## src/pcg_pkg.sv

```systemverilog
// Constants and types for the clock mode generator
`default_nettype none
package pcg_pkg;
  //////////////////////////////////////////////////////////////////////////////
  // Register map
  localparam int REG_AW = 16;
  localparam int REG_DW = 16;
  localparam logic [REG_AW-1:0] CLOCK_MODE_CTL_OFFSET = 16'h0058;
  //////////////////////////////////////////////////////////////////////////////
  // Field positions of clock_mode_ctl
  localparam int MUL_LSB = 12;
  localparam int MUL_MSB = 15;
  localparam int HALF_BIT = 11;
  localparam int COUNT_LSB = 3;
  localparam int COUNT_MSB = 10;
  localparam int PLL_ON_BIT = 2;
  localparam int PLL_SEL_BIT = 1;
  localparam int STATUS_BIT = 0;
  localparam logic [3:0] MUL_UNITY = 4'hf;
  //////////////////////////////////////////////////////////////////////////////
  // Strap reset values, index is {pin a, pin b, pin c}
  localparam logic [15:0] RST_STRAP_000 = 16'h0000;
  localparam logic [15:0] RST_STRAP_001 = 16'h9007;
  localparam logic [15:0] RST_STRAP_010 = 16'h4007;
  localparam logic [15:0] RST_STRAP_100 = 16'h1007;
  localparam logic [15:0] RST_STRAP_110 = 16'hf007;
  localparam logic [15:0] RST_STRAP_111 = 16'h0000;
  localparam logic [15:0] RST_STRAP_101 = 16'hf000;
  localparam logic [15:0] RST_STRAP_011 = 16'h0000;
  localparam logic [15:0] RST_CLOCK_MODE = 16'h0000;
  //////////////////////////////////////////////////////////////////////////////
  // Cycle counts
  localparam int STRAP_WINDOW_CYCLES = 6;
  localparam int LOCK_PRESCALE_CYCLES = 16;
  localparam int DIV_BY_TWO = 2;
  localparam int DIV_BY_FOUR = 4;
  //////////////////////////////////////////////////////////////////////////////
  // Clock path state
  typedef enum logic [2:0] {
    PCG_DIV = 3'b001,
    PCG_ACQUIRE = 3'b010,
    PCG_LOCKED = 3'b100
  } pcg_state_t;
endpackage : pcg_pkg
`default_nettype wire

```

## src/pcg_pin_sync.sv

```systemverilog
// Three-stage synchroniser with agreement filter for strap pins
`default_nettype none
module pcg_pin_sync #(
  parameter int WIDTH = 3
) (
  // Clock and reset
  input wire logic clk,
  input wire logic rstN,
  // Pins in, filtered levels out
  input wire logic [WIDTH-1:0] pinIn,
  output logic [WIDTH-1:0] pinOut
);
  logic [WIDTH-1:0] stage1_ff;
  logic [WIDTH-1:0] stage2_ff;
  logic [WIDTH-1:0] stage3_ff;
  logic [WIDTH-1:0] level_ff;
  wire [WIDTH-1:0] nxt_level;

  if (WIDTH < 1) begin : g_bad_width
    $error("pcg_pin_sync: WIDTH must be at least 1");
  end

  always_ff @(posedge clk or negedge rstN) begin
    if (!rstN) begin
      stage1_ff <= '0;
      stage2_ff <= '0;
      stage3_ff <= '0;
    end else begin
      stage1_ff <= pinIn;
      stage2_ff <= stage1_ff;
      stage3_ff <= stage2_ff;
    end
  end

  // A change counts once the second and third stage agree
  genvar gi;
  generate
    for (gi = 0; gi < WIDTH; gi++) begin : g_filt
      assign nxt_level[gi] = (stage2_ff[gi] == stage3_ff[gi]) ? stage3_ff[gi] : level_ff[gi];
    end
  endgenerate

  always_ff @(posedge clk or negedge rstN) begin
    if (!rstN) begin
      level_ff <= '0;
    end else begin
      level_ff <= nxt_level;
    end
  end

  assign pinOut = level_ff;
endmodule : pcg_pin_sync
`default_nettype wire

```

## src/pcg_clock_mode_gen.sv

```systemverilog
// Clock mode generator: strap-loaded mode register, divider, PLL lock timer
//
// Decided for this implementation: the plain strobed port.
`default_nettype none
module pcg_clock_mode_gen
  import pcg_pkg::*;
#(
  parameter int LOCK_PRESCALE = LOCK_PRESCALE_CYCLES
) (
  // Clock and reset
  input wire logic ref_clk,
  input wire logic arst_n,
  // Strap pins
  input wire logic mode_select_pin_a,
  input wire logic mode_select_pin_b,
  input wire logic mode_select_pin_c,
  // Register port
  input wire logic [REG_AW-1:0] regAddr,
  input wire logic [REG_DW-1:0] regWrData,
  input wire logic regWr,
  input wire logic regRd,
  output logic [REG_DW-1:0] regRdData,
  // Clock generation outputs
  output logic masterClkEn,
  output logic oscEnable,
  output logic pllPowerOn,
  output logic pllAcquiring,
  output logic pllLocked,
  output logic clkFromPll,
  output logic [4:0] pllRatioNum,
  output logic [2:0] pllRatioDen,
  output logic strapBusy
);
  //////////////////////////////////////////////////////////////////////////////
  // Declarations
  localparam int PRE_W = $clog2(LOCK_PRESCALE + 1);
  logic rstMeta_ff;
  logic rstN_ff;
  logic [2:0] pinLevel;
  logic [2:0] strapCnt_ff;
  logic strapWin;
  logic [15:0] mode_ff;
  logic [15:0] nxt_mode;
  logic modeWr;
  logic restartLock_ff;
  pcg_state_t state_ff;
  pcg_state_t nxt_state;
  logic [7:0] lockCnt_ff;
  logic [PRE_W-1:0] preCnt_ff;
  logic lockTick;
  logic [1:0] divCnt_ff;
  logic divEn;
  logic [REG_DW-1:0] rdData_ff;
  logic oscEn_ff;
  logic [4:0] num_ff;
  logic [2:0] den_ff;

  if (LOCK_PRESCALE < 1) begin : g_bad_prescale
    $error("pcg_clock_mode_gen: LOCK_PRESCALE must be >= 1");
  end

  //////////////////////////////////////////////////////////////////////////////
  // Strap decode
  function automatic logic [15:0] strapValue(input logic [2:0] pins);
    logic [15:0] val;
    val = RST_STRAP_000;
    unique case (pins)
      3'h0: val = RST_STRAP_000;
      3'h1: val = RST_STRAP_001;
      3'h2: val = RST_STRAP_010;
      3'h4: val = RST_STRAP_100;
      3'h6: val = RST_STRAP_110;
      3'h7: val = RST_STRAP_111;
      3'h5: val = RST_STRAP_101;
      3'h3: val = RST_STRAP_011;
    endcase
    return val;
  endfunction : strapValue

  function automatic logic oscFromPins(input logic [2:0] pins);
    return pins != 3'h0;
  endfunction : oscFromPins

  //////////////////////////////////////////////////////////////////////////////
  // Reset release
  always_ff @(posedge ref_clk or negedge arst_n) begin
    if (!arst_n) begin
      rstMeta_ff <= 1'b0;
      rstN_ff <= 1'b0;
    end else begin
      rstMeta_ff <= 1'b1;
      rstN_ff <= rstMeta_ff;
    end
  end

  //////////////////////////////////////////////////////////////////////////////
  // Strap pin synchroniser
  pcg_pin_sync #(
    .WIDTH(3)
  ) u_pin_sync (
    .clk(ref_clk),
    .rstN(rstN_ff),
    .pinIn({mode_select_pin_a, mode_select_pin_b, mode_select_pin_c}),
    .pinOut(pinLevel)
  );

  //////////////////////////////////////////////////////////////////////////////
  // Strap capture window, reset still counted as held
  always_ff @(posedge ref_clk or negedge rstN_ff) begin
    if (!rstN_ff) begin
      strapCnt_ff <= 3'(STRAP_WINDOW_CYCLES);
    end else if (strapCnt_ff != 3'h0) begin
      strapCnt_ff <= strapCnt_ff - 3'h1;
    end
  end

  assign strapWin = strapCnt_ff != 3'h0;
  assign strapBusy = strapWin;

  //////////////////////////////////////////////////////////////////////////////
  // Mode register
  assign modeWr = regWr && !strapWin && regAddr == CLOCK_MODE_CTL_OFFSET;

  always_comb begin
    nxt_mode = mode_ff;
    if (strapWin) begin
      nxt_mode = strapValue(pinLevel);
    end else if (modeWr) begin
      nxt_mode = regWrData;
    end
  end

  always_ff @(posedge ref_clk or negedge rstN_ff) begin
    if (!rstN_ff) begin
      mode_ff <= RST_CLOCK_MODE;
    end else begin
      mode_ff <= nxt_mode;
    end
  end

  // Any change of mode restarts acquisition
  always_ff @(posedge ref_clk or negedge rstN_ff) begin
    if (!rstN_ff) begin
      restartLock_ff <= 1'b1;
    end else begin
      restartLock_ff <= strapWin || modeWr;
    end
  end

  //////////////////////////////////////////////////////////////////////////////
  // Oscillator enable tracks the pins, not the register
  always_ff @(posedge ref_clk or negedge rstN_ff) begin
    if (!rstN_ff) begin
      oscEn_ff <= 1'b0;
    end else begin
      oscEn_ff <= oscFromPins(pinLevel);
    end
  end

  assign oscEnable = oscEn_ff;

  //////////////////////////////////////////////////////////////////////////////
  // Lock timer prescaler
  always_ff @(posedge ref_clk or negedge rstN_ff) begin
    if (!rstN_ff) begin
      preCnt_ff <= '0;
    end else if (restartLock_ff || state_ff != PCG_ACQUIRE) begin
      preCnt_ff <= '0;
    end else if (preCnt_ff == PRE_W'(LOCK_PRESCALE - 1)) begin
      preCnt_ff <= '0;
    end else begin
      preCnt_ff <= preCnt_ff + PRE_W'(1);
    end
  end

  assign lockTick = !restartLock_ff && state_ff == PCG_ACQUIRE
                    && preCnt_ff == PRE_W'(LOCK_PRESCALE - 1);

  //////////////////////////////////////////////////////////////////////////////
  // Clock path state
  always_comb begin
    nxt_state = state_ff;
    if (restartLock_ff) begin
      if (mode_ff[PLL_SEL_BIT]) begin
        nxt_state = PCG_ACQUIRE;
      end else begin
        nxt_state = PCG_DIV;
      end
    end else begin
      unique case (state_ff)
        PCG_DIV: nxt_state = PCG_DIV;
        PCG_ACQUIRE: begin
          if (lockCnt_ff == 8'h0) begin
            nxt_state = PCG_LOCKED;
          end
        end
        PCG_LOCKED: nxt_state = PCG_LOCKED;
        default: nxt_state = PCG_DIV;
      endcase
    end
  end

  always_ff @(posedge ref_clk or negedge rstN_ff) begin
    if (!rstN_ff) begin
      state_ff <= PCG_DIV;
    end else begin
      state_ff <= nxt_state;
    end
  end

  // Lock timer: loaded from the count field, one step per prescaled tick
  always_ff @(posedge ref_clk or negedge rstN_ff) begin
    if (!rstN_ff) begin
      lockCnt_ff <= 8'h0;
    end else if (restartLock_ff) begin
      lockCnt_ff <= mode_ff[COUNT_MSB:COUNT_LSB];
    end else if (lockTick && lockCnt_ff != 8'h0) begin
      lockCnt_ff <= lockCnt_ff - 8'h1;
    end
  end

  //////////////////////////////////////////////////////////////////////////////
  // Divider path
  always_ff @(posedge ref_clk or negedge rstN_ff) begin
    if (!rstN_ff) begin
      divCnt_ff <= 2'h0;
    end else if (restartLock_ff || divEn) begin
      divCnt_ff <= 2'h0;
    end else begin
      divCnt_ff <= divCnt_ff + 2'h1;
    end
  end

  // Divide by four only with unity multiplier in divider mode
  always_comb begin
    if (state_ff == PCG_DIV && mode_ff[MUL_MSB:MUL_LSB] == MUL_UNITY) begin
      divEn = divCnt_ff == 2'(DIV_BY_FOUR - 1);
    end else begin
      divEn = divCnt_ff == 2'(DIV_BY_TWO - 1);
    end
  end

  // While acquiring the divided clock stays the master clock
  assign masterClkEn = (state_ff == PCG_LOCKED) ? 1'b1 : divEn;

  //////////////////////////////////////////////////////////////////////////////
  // PLL ratio and power
  always_ff @(posedge ref_clk or negedge rstN_ff) begin
    if (!rstN_ff) begin
      num_ff <= 5'h1;
      den_ff <= 3'h1;
    end else if (!mode_ff[HALF_BIT]) begin
      den_ff <= 3'h1;
      if (mode_ff[MUL_MSB:MUL_LSB] == MUL_UNITY) begin
        num_ff <= 5'h1;
      end else begin
        num_ff <= {1'b0, mode_ff[MUL_MSB:MUL_LSB]} + 5'h1;
      end
    end else if (!mode_ff[MUL_LSB]) begin
      num_ff <= {1'b0, mode_ff[MUL_MSB:MUL_LSB]} + 5'h1;
      den_ff <= 3'h2;
    end else begin
      num_ff <= {1'b0, mode_ff[MUL_MSB:MUL_LSB]};
      den_ff <= 3'h4;
    end
  end

  assign pllRatioNum = num_ff;
  assign pllRatioDen = den_ff;
  // PLL powered when selected, kept on, or still acquiring or locked
  assign pllPowerOn = mode_ff[PLL_SEL_BIT] || mode_ff[PLL_ON_BIT]
                      || state_ff != PCG_DIV;
  assign pllAcquiring = state_ff == PCG_ACQUIRE;
  assign pllLocked = state_ff == PCG_LOCKED;
  assign clkFromPll = state_ff == PCG_LOCKED;

  //////////////////////////////////////////////////////////////////////////////
  // Register read
  always_ff @(posedge ref_clk or negedge rstN_ff) begin
    if (!rstN_ff) begin
      rdData_ff <= '0;
    end else if (regRd && regAddr == CLOCK_MODE_CTL_OFFSET) begin
      rdData_ff <= {mode_ff[15:1], state_ff == PCG_LOCKED};
    end else begin
      rdData_ff <= '0;
    end
  end

  assign regRdData = rdData_ff;
endmodule : pcg_clock_mode_gen
`default_nettype wire

```

## config.mk

```make
export PLATFORM = sky130hd
export DESIGN_NAME = pcg_clock_mode_gen
export DESIGN_NICKNAME = d
export VERILOG_FILES = /design/src/pcg_pkg.sv /design/src/pcg_pin_sync.sv /design/src/pcg_clock_mode_gen.sv
export SDC_FILE = /design/constraint.sdc
export NUM_CORES = 1
export LEC_CHECK = 0
export ABC_AREA = 1
export ABC_CLOCK_PERIOD_IN_PS = 5600
export BUFFER_PORTS_ARGS = -buffer_cell sky130_fd_sc_hd__buf_2
export CELL_PAD_IN_SITES_DETAIL_PLACEMENT = 1
export CELL_PAD_IN_SITES_GLOBAL_PLACEMENT = 1
export CORE_MARGIN = 1.5
export CORE_UTILIZATION = 40
export DETAILED_ROUTE_END_ITERATION = 10
export GPL_TIMING_DRIVEN = 1
export PLACE_DENSITY_LB_ADDON = 0.1
export SKIP_LAST_GASP = 1
export SLEW_MARGIN = 0
export SYNTH_ARGS = -nofsm -noshare
export SYNTH_HDL_FRONTEND = slang
export SYNTH_SLANG_ARGS = --single-unit
```

## constraint.sdc

```tcl
create_clock -name ref_clk -period 5.6 [get_ports ref_clk]
set_input_delay 0.56 -clock ref_clk [delete_from_list [all_inputs] [get_ports ref_clk]]
set_output_delay 0.56 -clock ref_clk [all_outputs]
set_load 0.01 [all_outputs]
```

# Word-level counts from Yosys, hierarchy flattened
# Memory sizes are Yosys's and may differ from the RTL's.
# Index checks and enable logic that the tools add are counted.
# Widths: inputs -> output; s select.
# word_totals
mem_bits_ro,56
mem_count,1
register_bits,77
output_inout_bits,31
# mem_list
name,depth,word_bits,rd,rd_ports_with_merged_regs,wr,line,rtl
(name not given),8,7,1,0,0,pcg_clock_mode_gen.sv:67,unique case (pins)
# classes
mux,19
reduce_logical,20
add_sub_neg,5
eq_ne,14
# ops
cell,n
$mux 16,3
$mux 5,5
$eq 16x7->1 const B,1
$mux 8,2
$mux 3,4
$logic_not 8->1,1
$reduce_bool 8->1,1
$sub 8x1->8 const B,1
$logic_and 1x1->1,7
$ne 3x1->1 const B,2
$pmux 3 s2,1
$reduce_bool 3->1,2
$add 4x1->5 const B,1
$add 5x1->5 const B,1
$eq 5x4->1 const B,1
$logic_or 1x1->1,5
$eq 4x4->1 const B,1
$mux 2,2
$reduce_bool 2->1,2
$eq 1x1->1,3
$eq 3x1->1 const B,1
$eq 3x2->1 const B,1
$eq 3x3->1 const B,1
$ne 3x2->1 const B,1
other kinds (6),8

# Depth between registers and ports, before layout
# Gate-level depths: netlist of run 1.
# depth
depth_word,6
depth_mapped,9
mapped_depth_nobuf,9

# Cells and area by module
# Synthesis of run 1 repeated with hierarchy kept, for this count alone.
# unflattened
cells_unflattened,391
hier_area_um2,3445.8
# by_module_without_submodules
mod,area_each_um2,seq_area_each_um2,instances,cells_per_inst
pcg_clock_mode_gen,3096.7,1609.0,1,367
pcg_pin_sync,349.1,300.3,1,24

# Worst setup path after synthesis of run 1
# OpenSTA, ideal clock, no wires.
# synth_timing
kind,reg2out
from,register mode_ff[12]
to,output masterClkEn
path_slack_ns,3.806
n_path_buf,0
arrival_time_ns,1.234
path_stages_with_launch,7
cell_sequence,dfrtp_1 -> ha_1 -> nand3_1 -> inv_1 -> nand2_1 -> o21ai_1 -> o21ai_0
# synth_via
elab_chain_len,4
# synth_rtl
item,line,rtl
"start, declared",pcg_clock_mode_gen.sv:42,logic [15:0] mode_ff;
"start signal, assigned",pcg_clock_mode_gen.sv:137,mode_ff <= nxt_mode;
$eq 4x4->1,pcg_clock_mode_gen.sv:236,if (state_ff == PCG_DIV && mode_ff[MUL_MSB:MUL_LSB] == MUL_UNITY) begin
$logic_and 1x1->1,pcg_clock_mode_gen.sv:236,
$mux 1,pcg_clock_mode_gen.sv:236,
$mux 1,pcg_clock_mode_gen.sv:244,assign masterClkEn = (state_ff == PCG_LOCKED) ? 1'b1 : divEn;
"end, declared",pcg_clock_mode_gen.sv:24,"output logic masterClkEn,"
# No other way between the ends.

# Final worst setup path of run 1
# layout_timing
from,register strapCnt_ff[0]
to,output strapBusy
# layout_via
elab_chain_len,1
# layout_rtl
item,line,rtl
"start, declared",pcg_clock_mode_gen.sv:40,logic [2:0] strapCnt_ff;
"start signal, assigned",pcg_clock_mode_gen.sv:111,strapCnt_ff <= 3'(STRAP_WINDOW_CYCLES);
"start signal, assigned",pcg_clock_mode_gen.sv:113,strapCnt_ff <= strapCnt_ff - 3'h1;
$reduce_bool 3->1,pcg_clock_mode_gen.sv:117,assign strapWin = strapCnt_ff != 3'h0;
"end, declared",pcg_clock_mode_gen.sv:32,output logic strapBusy
# No other way between the ends.

==> summary.md, run 1 <==
| Metric | Value |
|---|---|
| Adder-Cell Fraction of Synth Area | `0.0413` |
| Synth top area cells | `dfrtp_1, nand2_1, nand3_1` |
| Clk sinks | `76` |
| Max-Slew Margin vs Limit | `0.381` |
| Clock Latency Late Sink | `0.34 ns` |
| CTS tree | `built` |
| Height of the die | `96.0 µm` |
| Worst path arrival time | `around 1.9 ns` |
| Netlist cell types | `37` |
| CTS HTree Levels | `3` |
| RSZ-0062 raised after global routing | `no` |
| RD Place Congestion | `0.819` |
| Post-Syn Nets | `423` |
| Via count | `around 2800` |
| Final Power | `1110 µW` |
| Primary FF master, synth | `dfrtp_1` |
| Post-route DRC | `0` |
| Gr usage total | `0.194` |
| Seq/Total Area, Yosys | `0.552` |
| Routed WL per cell | `14.0 µm` |
| Chip width | `between 90 and 100 µm` |
| Hold slack | `between 0.3 and 0.4 ns` |
| Initial DRT Pass Iterations | `4` |
| Final Core Density | `0.497` |
| Clock skew | `approximately 0.0094 ns` |
| Period utilization | `0.439` |
| Compound-cell area share of the yosys netlist | `0.0398` |
| Final count of pins violating max slew | `0` |
| Run status | `finished, final reports clean` |
| Pleak | `0.00221 µW` |
| Layout cells sized above 1 | `0.264` |
| Critical Path Source Type | `flop` |
| Largest net degree at the start of global routing | `75` |
| Synthesized flop and latch total | `76` |
| Filler cell count | `1020` |
| Peak Freq | `0.406 GHz` |
| Synth top cells by count | `nand2_1, dfrtp_1, inv_1` |
| Req. time, crit path | `5.04 ns` |
| EDFF count, synth | `0` |
| N_diodes | `0` |
| Worst hold path type | `in2reg` |
| Post-Route WL | `between 7 and 8 mm` |
| Async S/R FF share, synth | `1.00` |
| I/O pins | `70` |
| VDD IR max | `157 µV` |
| Post-Syn Area per Cell | `9.22 µm²` |
| Die area | `0.00921 mm²` |
| Clock Tree Root | `clkbuf_8` |
| Endpoint class of the critical path | `output port` |
| Starting Density | `0.416` |
| Mapped Area | `0.00346 mm²` |
| Yosys top cell by area | `dfrtp_1` |
| First-pass GRT wire length | `13.6 mm` |
| Final ANT Viol Nets | `0` |
| Area growth from synthesis to layout | `19.4%` |
| Synthesized instance count | `approximately 380` |
| Post-Synth Simple-Gate Area | `0.280` |
| Area of the core | `0.00830 mm²` |
| Actual slew at the worst max-slew pin | `0.929 ns` |
| Nets@finish | `497` |
| Post-cts resize count | `0` |
| Initial antenna violation count | `0` |
| Power per cell area | `268 mW/mm²` |
| Post-CTS Hold Buffers | `1` |
| DRT iter0 DRCs | `68` |
| Yosys warnings | `0` |
| Hpwl dp | `5.76 mm` |
| PortBufs | `68` |
| Setup bufs post-CTS | `0` |
| Top-area cell type share of the netlist area | `0.507` |
| Maximum Capacitance Violations | `0` |
| Critical Path Fanout Max | `28` |
| Min cycle time layout | `around 2.5 ns` |
| TritonCTS buffer count | `9` |
| Top-count cell post-synth | `nand2_1` |
| Critical setup path kind | `reg2out` |
| Largest family of logic cells by synthesized area | `simple AND/OR/NAND/NOR gates` |
| Post-detailed-route via-to-cell ratio | `4.95` |
| Clock transition at path regs | `0.08 ns` |
| Total gr overflow | `0` |
| Clock buffer depth | `2` |
| Fin Setup TNS | `0 ns` |
| Post-synthesis mux area share | `0` |
| Post-Synth XOR/XNOR Area | `0.0127` |
| Count of final setup violators | `0` |
| Row Count | `33` |
| Vias in the first global route | `2850` |
| Final Hold Viols | `0` |
## through the flow
stage	worst slack [ns]	cell area (µm²)	std cells
finish	3.14	4130	559
global placement	3.53	3880	542
CTS	3.12	4130	559
detailed placement	3.50	3880	542
floorplan	3.34	3460	375
global route	2.97	4130	559
## flip-flops by register name, summed over array words and instances (netlist names), 5 cells and up
signal / cells
preCnt_ff: 5
lockCnt_ff: 8
regRdData: 16
pllRatioNum: 5
mode_ff: 15
## report_power, final
part           internal, µW  switching, µW  leakage (µW)
clock                   268            213      0.000117
sequential              559           7.36      0.000964
combinational          23.3           35.3       0.00113
total                   850            255       0.00221
## worst max-delay path: stages (launching register included)
cell,delay [ns]
dfrtp_1,0.37
inv_1,0.11
ha_1,0.15
inv_1,0.06
nor2_4,0.50
inv_2,0.17
buf_2,0.19
## cell type report
type                    count  area (µm²)  share of cell area
clock buffers              10         138              0.0334
clock inverters             6        95.1              0.0231
inverters                  53         199              0.0482
multi-input cells         239        1290               0.314
flip-flops and latches     76        1910               0.463
well taps                 105         131              0.0318
repair buffers             70         358              0.0867
## layout by cell type, fill, tap and decap left out, types with 2 or more instances in the layout
master / count
a21oi_1: 5
buf_2: 68
bufinv_16: 2
clkbuf_8: 10
clkinv_4: 2
dfrtp_1: 69
dfstp_2: 6
ha_1: 9
inv_1: 50
inv_2: 3
inv_6: 2
maj3_1: 3
nand2_1: 74
nand2_2: 3
nand2_4: 3
nand3_1: 39
nand3_2: 3
nand4_1: 14
nor2_1: 40
nor2_2: 7
nor2_4: 3
nor3_1: 4
nor3_2: 2
o21ai_0: 11
o21ai_1: 4
xor2_1: 4
## per-layer routing
layer,global-route usage,share of wire,vias up
met2,0.334,0.51,46
li1,-,-,1343
met5,0,0,-
met1,0.247,0.44,1367
met3,0.0308,0.032,10
met4,0.0699,0.016,0
## cells by family (layout without fill, tap and decap cells)
group / Yosys count / count (layout)
AOI/OAI and AO/OA: 25 / 25
buffers and inverters: 60 / 139
adders and majority gates: 12 / 12
DFF: 76 / 76
other: 1 / 1
xor gates and xnor gates: 5 / 5
and+or+nand+nor: 196 / 196
## worst paths after layout
path | start | to | slack, ns | cells after the start
setup / recovery | strapCnt_ff[0] | strapBusy | 3.14 | 6
hold / removal | mode_select_pin_c | u_pin_sync.stage1_ff[0] | 0.32 | 1
setup reg to reg | strapCnt_ff[0] | mode_ff[11] | 3.66 | 8
hold reg to reg | u_pin_sync.stage1_ff[1] | u_pin_sync.stage2_ff[1] | 0.36 | 0
max in group asynchronous | rstN_ff | pllRatioNum[4] | 4.50 | 1
min in group asynchronous | rstN_ff | u_pin_sync.stage1_ff[0] | 0.47 | 1
No activity file was read; power rests on OpenSTA's default activity.
==> run 2: changes to the inputs <==
--- a/config.mk
+++ b/config.mk
@@ -6,7 +6,7 @@
 export NUM_CORES = 1
 export LEC_CHECK = 0
 export ABC_AREA = 1
-export ABC_CLOCK_PERIOD_IN_PS = 5600
+export ABC_CLOCK_PERIOD_IN_PS = 2300
 export BUFFER_PORTS_ARGS = -buffer_cell sky130_fd_sc_hd__buf_2
 export CELL_PAD_IN_SITES_DETAIL_PLACEMENT = 1
 export CELL_PAD_IN_SITES_GLOBAL_PLACEMENT = 1
==> constraint.sdc (replaced) <==
create_clock -name ref_clk -period 2.3 [get_ports ref_clk]
set_input_delay 0.23 -clock ref_clk [delete_from_list [all_inputs] [get_ports ref_clk]]
set_output_delay 0.23 -clock ref_clk [all_outputs]
set_load 0.01 [all_outputs]
==> run 2 against run 1 <==
Die area is the same. Largest cell class unchanged. Worst setup slack lost 2.9 ns. Final cell count grew 0.72%. Via count shrank 0.87%. First-iteration DRC count grew 46%. Sequential share of layout area shrank 0.18 points. Sequential power grew 140%. Register-to-register slack lost 3.1 ns. Core utilization grew 0.20 points. Clock-buffer cell count is the same. Clock power grew 120%. Non-clock buffer count grew 4. Critical endpoint is now masterClkEn. Highest routed layer unchanged.
==> summary.md, run 2 (synthesis results as in run 1) <==
| Metric | Value |
|---|---|
| Run status | `finished, final reports clean` |
| Min-delay src | `regWrData[8]` |
| P_int | `1940 µW` |
| Final count of pins violating max slew | `0` |
| CTS HTree Levels | `3` |
| Critical Path Fanout Max | `8` |
| Endpoint class of the critical path | `output port` |
| Net Sw Frac | `0.249` |
| Height of the die | `96.0 µm` |
| Power per cell area | `623 mW/mm²` |
| RR Startpoint | `strapCnt_ff[0]` |
| Die area | `0.00921 mm²` |
| Comb pwr share | `0.058` |
| Worst hold path type | `in2reg` |
| CTS tree | `built` |
| Reg-to-Reg End | `mode_ff[10]` |
| Actual slew at the worst max-slew pin | `0.660 ns` |
| Peak Freq | `0.476 GHz` |
| Critical setup path kind | `reg2out` |
| R2R cell count | `8` |
| Max-Slew Margin vs Limit | `0.559` |
| Initial antenna violation count | `0` |
| PortBufs | `68` |
| Hold Path Stages | `3` |
| Nets@finish | `501` |
| Post-Route WL | `7.96 mm` |
| Most frequent cells in the layout | `nand2_1, dfrtp_1, buf_2, inv_1, nor2_1` |
| Total gr overflow | `0` |
| Final ANT Viol Nets | `0` |
| Area of the core | `0.00830 mm²` |
| Post-cts resize count | `0` |
| VDD IR max | `384 µV` |
| Req. time, crit path | `2.07 ns` |
| Area growth from synthesis to layout | `19.8%` |
| Critical Path Source Type | `flop` |
| TritonCTS buffer count | `9` |
| Clk sinks | `76` |
| R2R Setup Slk | `slightly below 0.6 ns` |
| Post-CTS Hold Buffers | `4` |
| First-pass GRT wire length | `13.8 mm` |
| Period utilization | `0.914` |
| RSZ-0062 raised after global routing | `no` |
| Hpwl dp | `around 5.8 mm` |
| Hold worst-path end | `mode_ff[8]` |
| Clock buffer depth | `2` |
| Worst path arrival time | `1.87 ns` |
| Via count | `2742` |
| I/O pins | `70` |
| Initial DRT Pass Iterations | `4` |
| Post-route DRC | `0` |
| Pleak | `0.00221 µW` |
| Most common cell after layout, fill and taps aside | `nand2_1` |
| Flip-flop count of the largest register after layout | `16` |
| Clock Tree Root | `clkbuf_8` |
| DRT iter0 DRCs | `99` |
| Post-detailed-route via-to-cell ratio | `4.87` |
| Clk network pwr share | `0.408` |
| Row Count | `33` |
| Count of final setup violators | `0` |
| Largest net degree at the start of global routing | `75` |
| Clock Latency Late Sink | `roughly 0.35 ns` |
| Min cycle time layout | `2.10 ns` |
| Clock skew | `0.00781 ns` |
| Layout cells sized above 1 | `0.262` |
| Final Power | `2580 µW` |
| Chip width | `approximately 96 µm` |
| Routed WL per cell | `14.1 µm` |
| Psw | `642 µW` |
| Final Hold Viols | `0` |
| Power share of the sequential group | `0.535` |
| Gr usage total | `0.199` |
| Fin Setup TNS | `0 ns` |
| Setup bufs post-CTS | `0` |
| N_diodes | `0` |
| Clock transition at path regs | `0.08 ns` |
| Starting Density | `0.416` |
| Vias in the first global route | `2907` |
| Maximum Capacitance Violations | `0` |
| RD Place Congestion | `0.821` |
| Filler cell count | `1003` |
==> run 2: critical path: stages, from the launching register on <==
cell     delay (ns)
dfrtp_1        0.49
ha_1           0.25
nand3_1        0.15
inv_1          0.14
nand2_1        0.07
o21ai_1        0.17
o21ai_0        0.11
buf_2          0.15
==> run 2: stage by stage <==
| stage | hold WS (ns) | utilization | cells | worst slack (ns) | instance area [µm²] |
|---|---|---|---|---|---|
| after detailed placement | 0.0182 | 0.470 | 543 | 0.564 | 3900 |
| after CTS | 0.122 | 0.499 | 563 | 0.176 | 4140 |
| after global placement | 0.0162 | 0.470 | 543 | 0.648 | 3900 |
| final | 0.140 | 0.499 | 563 | 0.197 | 4140 |
| after global routing | 0.149 | 0.499 | 563 | 0.0530 | 4140 |
| after floorplan | -0.0656 | - | 375 | 0.0372 | 3460 |
==> run 2: metal layers <==
| layer | up-vias | part of all wire | track usage |
|---|---|---|---|
| met2 | 50 | 0.51 | 0.343 |
| met4 | 0 | 0.011 | 0.0613 |
| met1 | 1336 | 0.44 | 0.248 |
| li1 | 1349 | - | - |
| met3 | 7 | 0.037 | 0.0427 |
| met5 | - | 0 | 0 |
==> run 2: worst max-delay path by stage <==
stage / start / end / depth (start not counted)
CTS: mode_ff[12] / masterClkEn / 7
finish: mode_ff[12] / masterClkEn / 7
floorplan: rstN_ff / divCnt_ff[0] / 0
global placement: strapCnt_ff[0] / mode_ff[7] / 8
global route: mode_ff[12] / masterClkEn / 7
detailed placement: mode_ff[12] / masterClkEn / 7
==> run 2: area by class of cell <==
type,count,area [µm²],area share
multi-input combinational,239,1290,0.312
sequential,76,1910,0.461
tap,105,131,0.0317
clock inverter,6,71.3,0.0172
timing repair buffer,74,408,0.0985
clock buffer,10,128,0.0308
inverter,53,199,0.0480
==> run 2: power by group through the flow <==
stage | Sequential (µW) | Clock (µW) | Combinational (µW)
floorplan | 1420 | 0 | 58.0
global placement | 1400 | 0 | 141
detailed placement | 1400 | 0 | 149
CTS | 1380 | 1080 | 154
global route | 1380 | 1140 | 173
finish | 1380 | 1050 | 149
==> run 3: changes to the inputs <==
--- a/config.mk
+++ b/config.mk
@@ -19,4 +19,5 @@
 export SLEW_MARGIN = 0
 export SYNTH_ARGS = -nofsm -noshare
 export SYNTH_HDL_FRONTEND = slang
+export SYNTH_HIERARCHICAL = 1
 export SYNTH_SLANG_ARGS = --single-unit
==> run 3 against run 2 <==
Wire length shrank 0.14%. Global-route usage shrank 1.0 points. Highest routed layer unchanged. Largest cell class unchanged. Register-to-register slack better by 0.08 ns. Area after synthesis is 0.29% lower. Maximum frequency barely moved. Via count rose by 2.3%.
==> summary.md, run 3 <==
| Metric | Value |
|---|---|
| Clock buffer depth | `2` |
| Post-detailed-route via-to-cell ratio | `4.84` |
| Critical setup path kind | `reg2out` |
| Largest family of logic cells by synthesized area | `simple AND/OR/NAND/NOR gates` |
| Layout cells sized above 1 | `0.234` |
| Post-Synth Simple-Gate Area | `0.277` |
| First-pass GRT wire length | `13.4 mm` |
| Peak Freq | `0.475 GHz` |
| Vias in the first global route | `2869` |
| Chip width | `95.8 µm` |
| Count of final setup violators | `0` |
| Die area | `0.00918 mm²` |
| Synth top area cells | `dfrtp_1, nand2_1, inv_1` |
| Clock Tree Root | `clkbuf_8` |
| Compound-cell area share of the yosys netlist | `0.0421` |
| Final Hold Viols | `0` |
| Initial DRT Pass Iterations | `4` |
| Met2 Use GR | `0.328` |
| Critical Path Fanout Max | `8` |
| Final Worst Setup Slack | `roughly 0.20 ns` |
| Height of the die | `95.8 µm` |
| Most common cell after layout, fill and taps aside | `nand2_1` |
| Fin Setup TNS | `0 ns` |
| Area growth from synthesis to layout | `21.5%` |
| Min cycle time layout | `2.10 ns` |
| Final ANT Viol Nets | `0` |
| Final Core Density | `0.504` |
| Top-count cell post-synth | `nand2_1` |
| Post-Synth XOR/XNOR Area | `0.0127` |
| Largest net degree at the start of global routing | `62` |
| Gr usage total | `0.189` |
| EDFF count, synth | `0` |
| Place WS | `0.597 ns` |
| Post-route DRC | `0` |
| Clk sinks | `76` |
| Most frequent cells in the layout | `nand2_1, dfrtp_1, buf_2, inv_1, nor2_1` |
| Critical Path Source Type | `flop` |
| Netlist cell types | `33` |
| Hold Path Stages | `3` |
| VDD IR max | `between 300 and 400 µV` |
| Period utilization | `0.915` |
| Seq/Total Area, Yosys | `0.554` |
| Max-Slew Margin vs Limit | `0.561` |
| Hpwl dp | `5.88 mm` |
| Post-Syn Nets | `439` |
| Starting Density | `0.415` |
| Worst path arrival time | `between 1.5 and 2 ns` |
| RSZ-0062 raised after global routing | `no` |
| PortBufs | `68` |
| Final Power | `~2800 µW` |
| Actual slew at the worst max-slew pin | `0.657 ns` |
| Post-Route WL | `7.95 mm` |
| Mapped Area | `roughly 0.0034 mm²` |
| Synthesized instance count | `391` |
| I/O pins | `70` |
| Flip-flop count of the largest register after layout | `16` |
| TritonCTS buffer count | `9` |
| Pleak | `about 0.0022 µW` |
| Yosys warnings | `6` |
| Post-synthesis mux area share | `0` |
| N_diodes | `0` |
| Run status | `finished, final reports clean` |
| Initial antenna violation count | `0` |
| Nets@finish | `around 520` |
| R2R cell count | `7` |
| Top-area cell type share of the netlist area | `0.508` |
| Most Used Layer, Global Route | `met2` |
| Maximum Capacitance Violations | `0` |
| Area of the core | `0.00830 mm²` |
| Adder-Cell Fraction of Synth Area | `0.0327` |
| Req. time, crit path | `2.07 ns` |
| Post-Syn Area per Cell | `8.81 µm²` |
| RD Place Congestion | `between 0.8 and 0.9` |
| Yosys top cell by area | `dfrtp_1` |
| Async S/R FF share, synth | `1.00` |
| Power per cell area | `657 mW/mm²` |
| Total gr overflow | `0` |
| CTS HTree Levels | `3` |
| Clock skew | `between 0.01 and 0.015 ns` |
| Via count | `2804` |
| Grt met1 use | `0.245` |
| Routed WL per cell | `~14 µm` |
| Clock transition at path regs | `0.09 ns` |
| Endpoint class of the critical path | `output port` |
| Final count of pins violating max slew | `0` |
| Worst hold path type | `in2reg` |
| Met3 usage | `0.0332` |
| CTS tree | `built` |
| Row Count | `33` |
| Synth top cells by count | `nand2_1, dfrtp_1, inv_1` |
| Clock Latency Late Sink | `0.33 ns` |
| Primary FF master, synth | `dfrtp_1` |
| Synthesized flop and latch total | `76` |
| DRT iter0 DRCs | `roughly 70` |
-- run 3: worst paths after layout --
kind | slack (ns) | endpoint | start
max reg2reg | 0.67 | lockCnt_ff[0] | restartLock_ff
max | 0.20 | masterClkEn | mode_ff[12]
max in group asynchronous | 1.46 | state_ff[0] | rstN_ff
min | 0.14 | mode_ff[8] | regWrData[8]
min reg2reg | 0.16 | u_pin_sync/stage1_ff[1] | rstN_ff
min in group asynchronous | 0.16 | u_pin_sync/stage1_ff[1] | rstN_ff
-- run 3: kinds of logic (layout without fill, tap and decap cells) --
group	after synthesis	count (layout)
other	1	1
XOR/XNOR	5	5
buffers and inverters	69	152
adder cells (fa/ha/maj)	9	9
AND/OR/NAND/NOR	204	204
flip-flops	76	76
AO/OA/AOI/OAI	27	27
-- run 3: critical path, cell delays in order (launching register included) --
cell     delay [ns]
dfrtp_1        0.48
ha_1           0.23
nand3_1        0.12
inv_1          0.13
nand2_1        0.06
o21ai_0        0.23
o21ai_0        0.13
buf_2          0.15
-- run 3: layer usage --
metal | wire [µm] | share of wire
met1 | 3810 | 0.48
met2 | 3850 | 0.48
met4 | 70 | 0.0088
met3 | 217 | 0.027
met5 | 0 | 0
-- run 3: where the power goes --
group | switching, µW | total, µW | leakage, µW | internal, µW
Clock | 503 | 1230 | 0.000113 | 724
Combinational | 83.7 | 143 | 0.00116 | 59.7
Sequential | 21.8 | 1380 | 0.000964 | 1360
-- run 3: final cells by class --
type	count	area, µm²
fillers	1012	4110
flip-flops and latches	76	1910
multi-input cells	246	1260
repair buffers	74	408
inverters	62	233
well taps	105	131
clock buffers	10	128
clock inverters	6	114
-- run 3: through the flow --
stage	hold WS, ns	std cells	instance area (µm²)
4_1_cts	0.136	579	4190
3_5_place_dp	0.0161	559	3900
5_1_grt	0.133	579	4190
6_report	0.143	579	4190
3_3_place_gp	0.0146	559	3900
2_1_floorplan	-0.0656	391	3450
-- run 3: repair_timing --
action                                 in CTS  in global routing
endpoints found under the hold margin       5                  0
hold buffers                                4                  0
buffers inserted                            0                  0
gates resized for setup                     0                  0
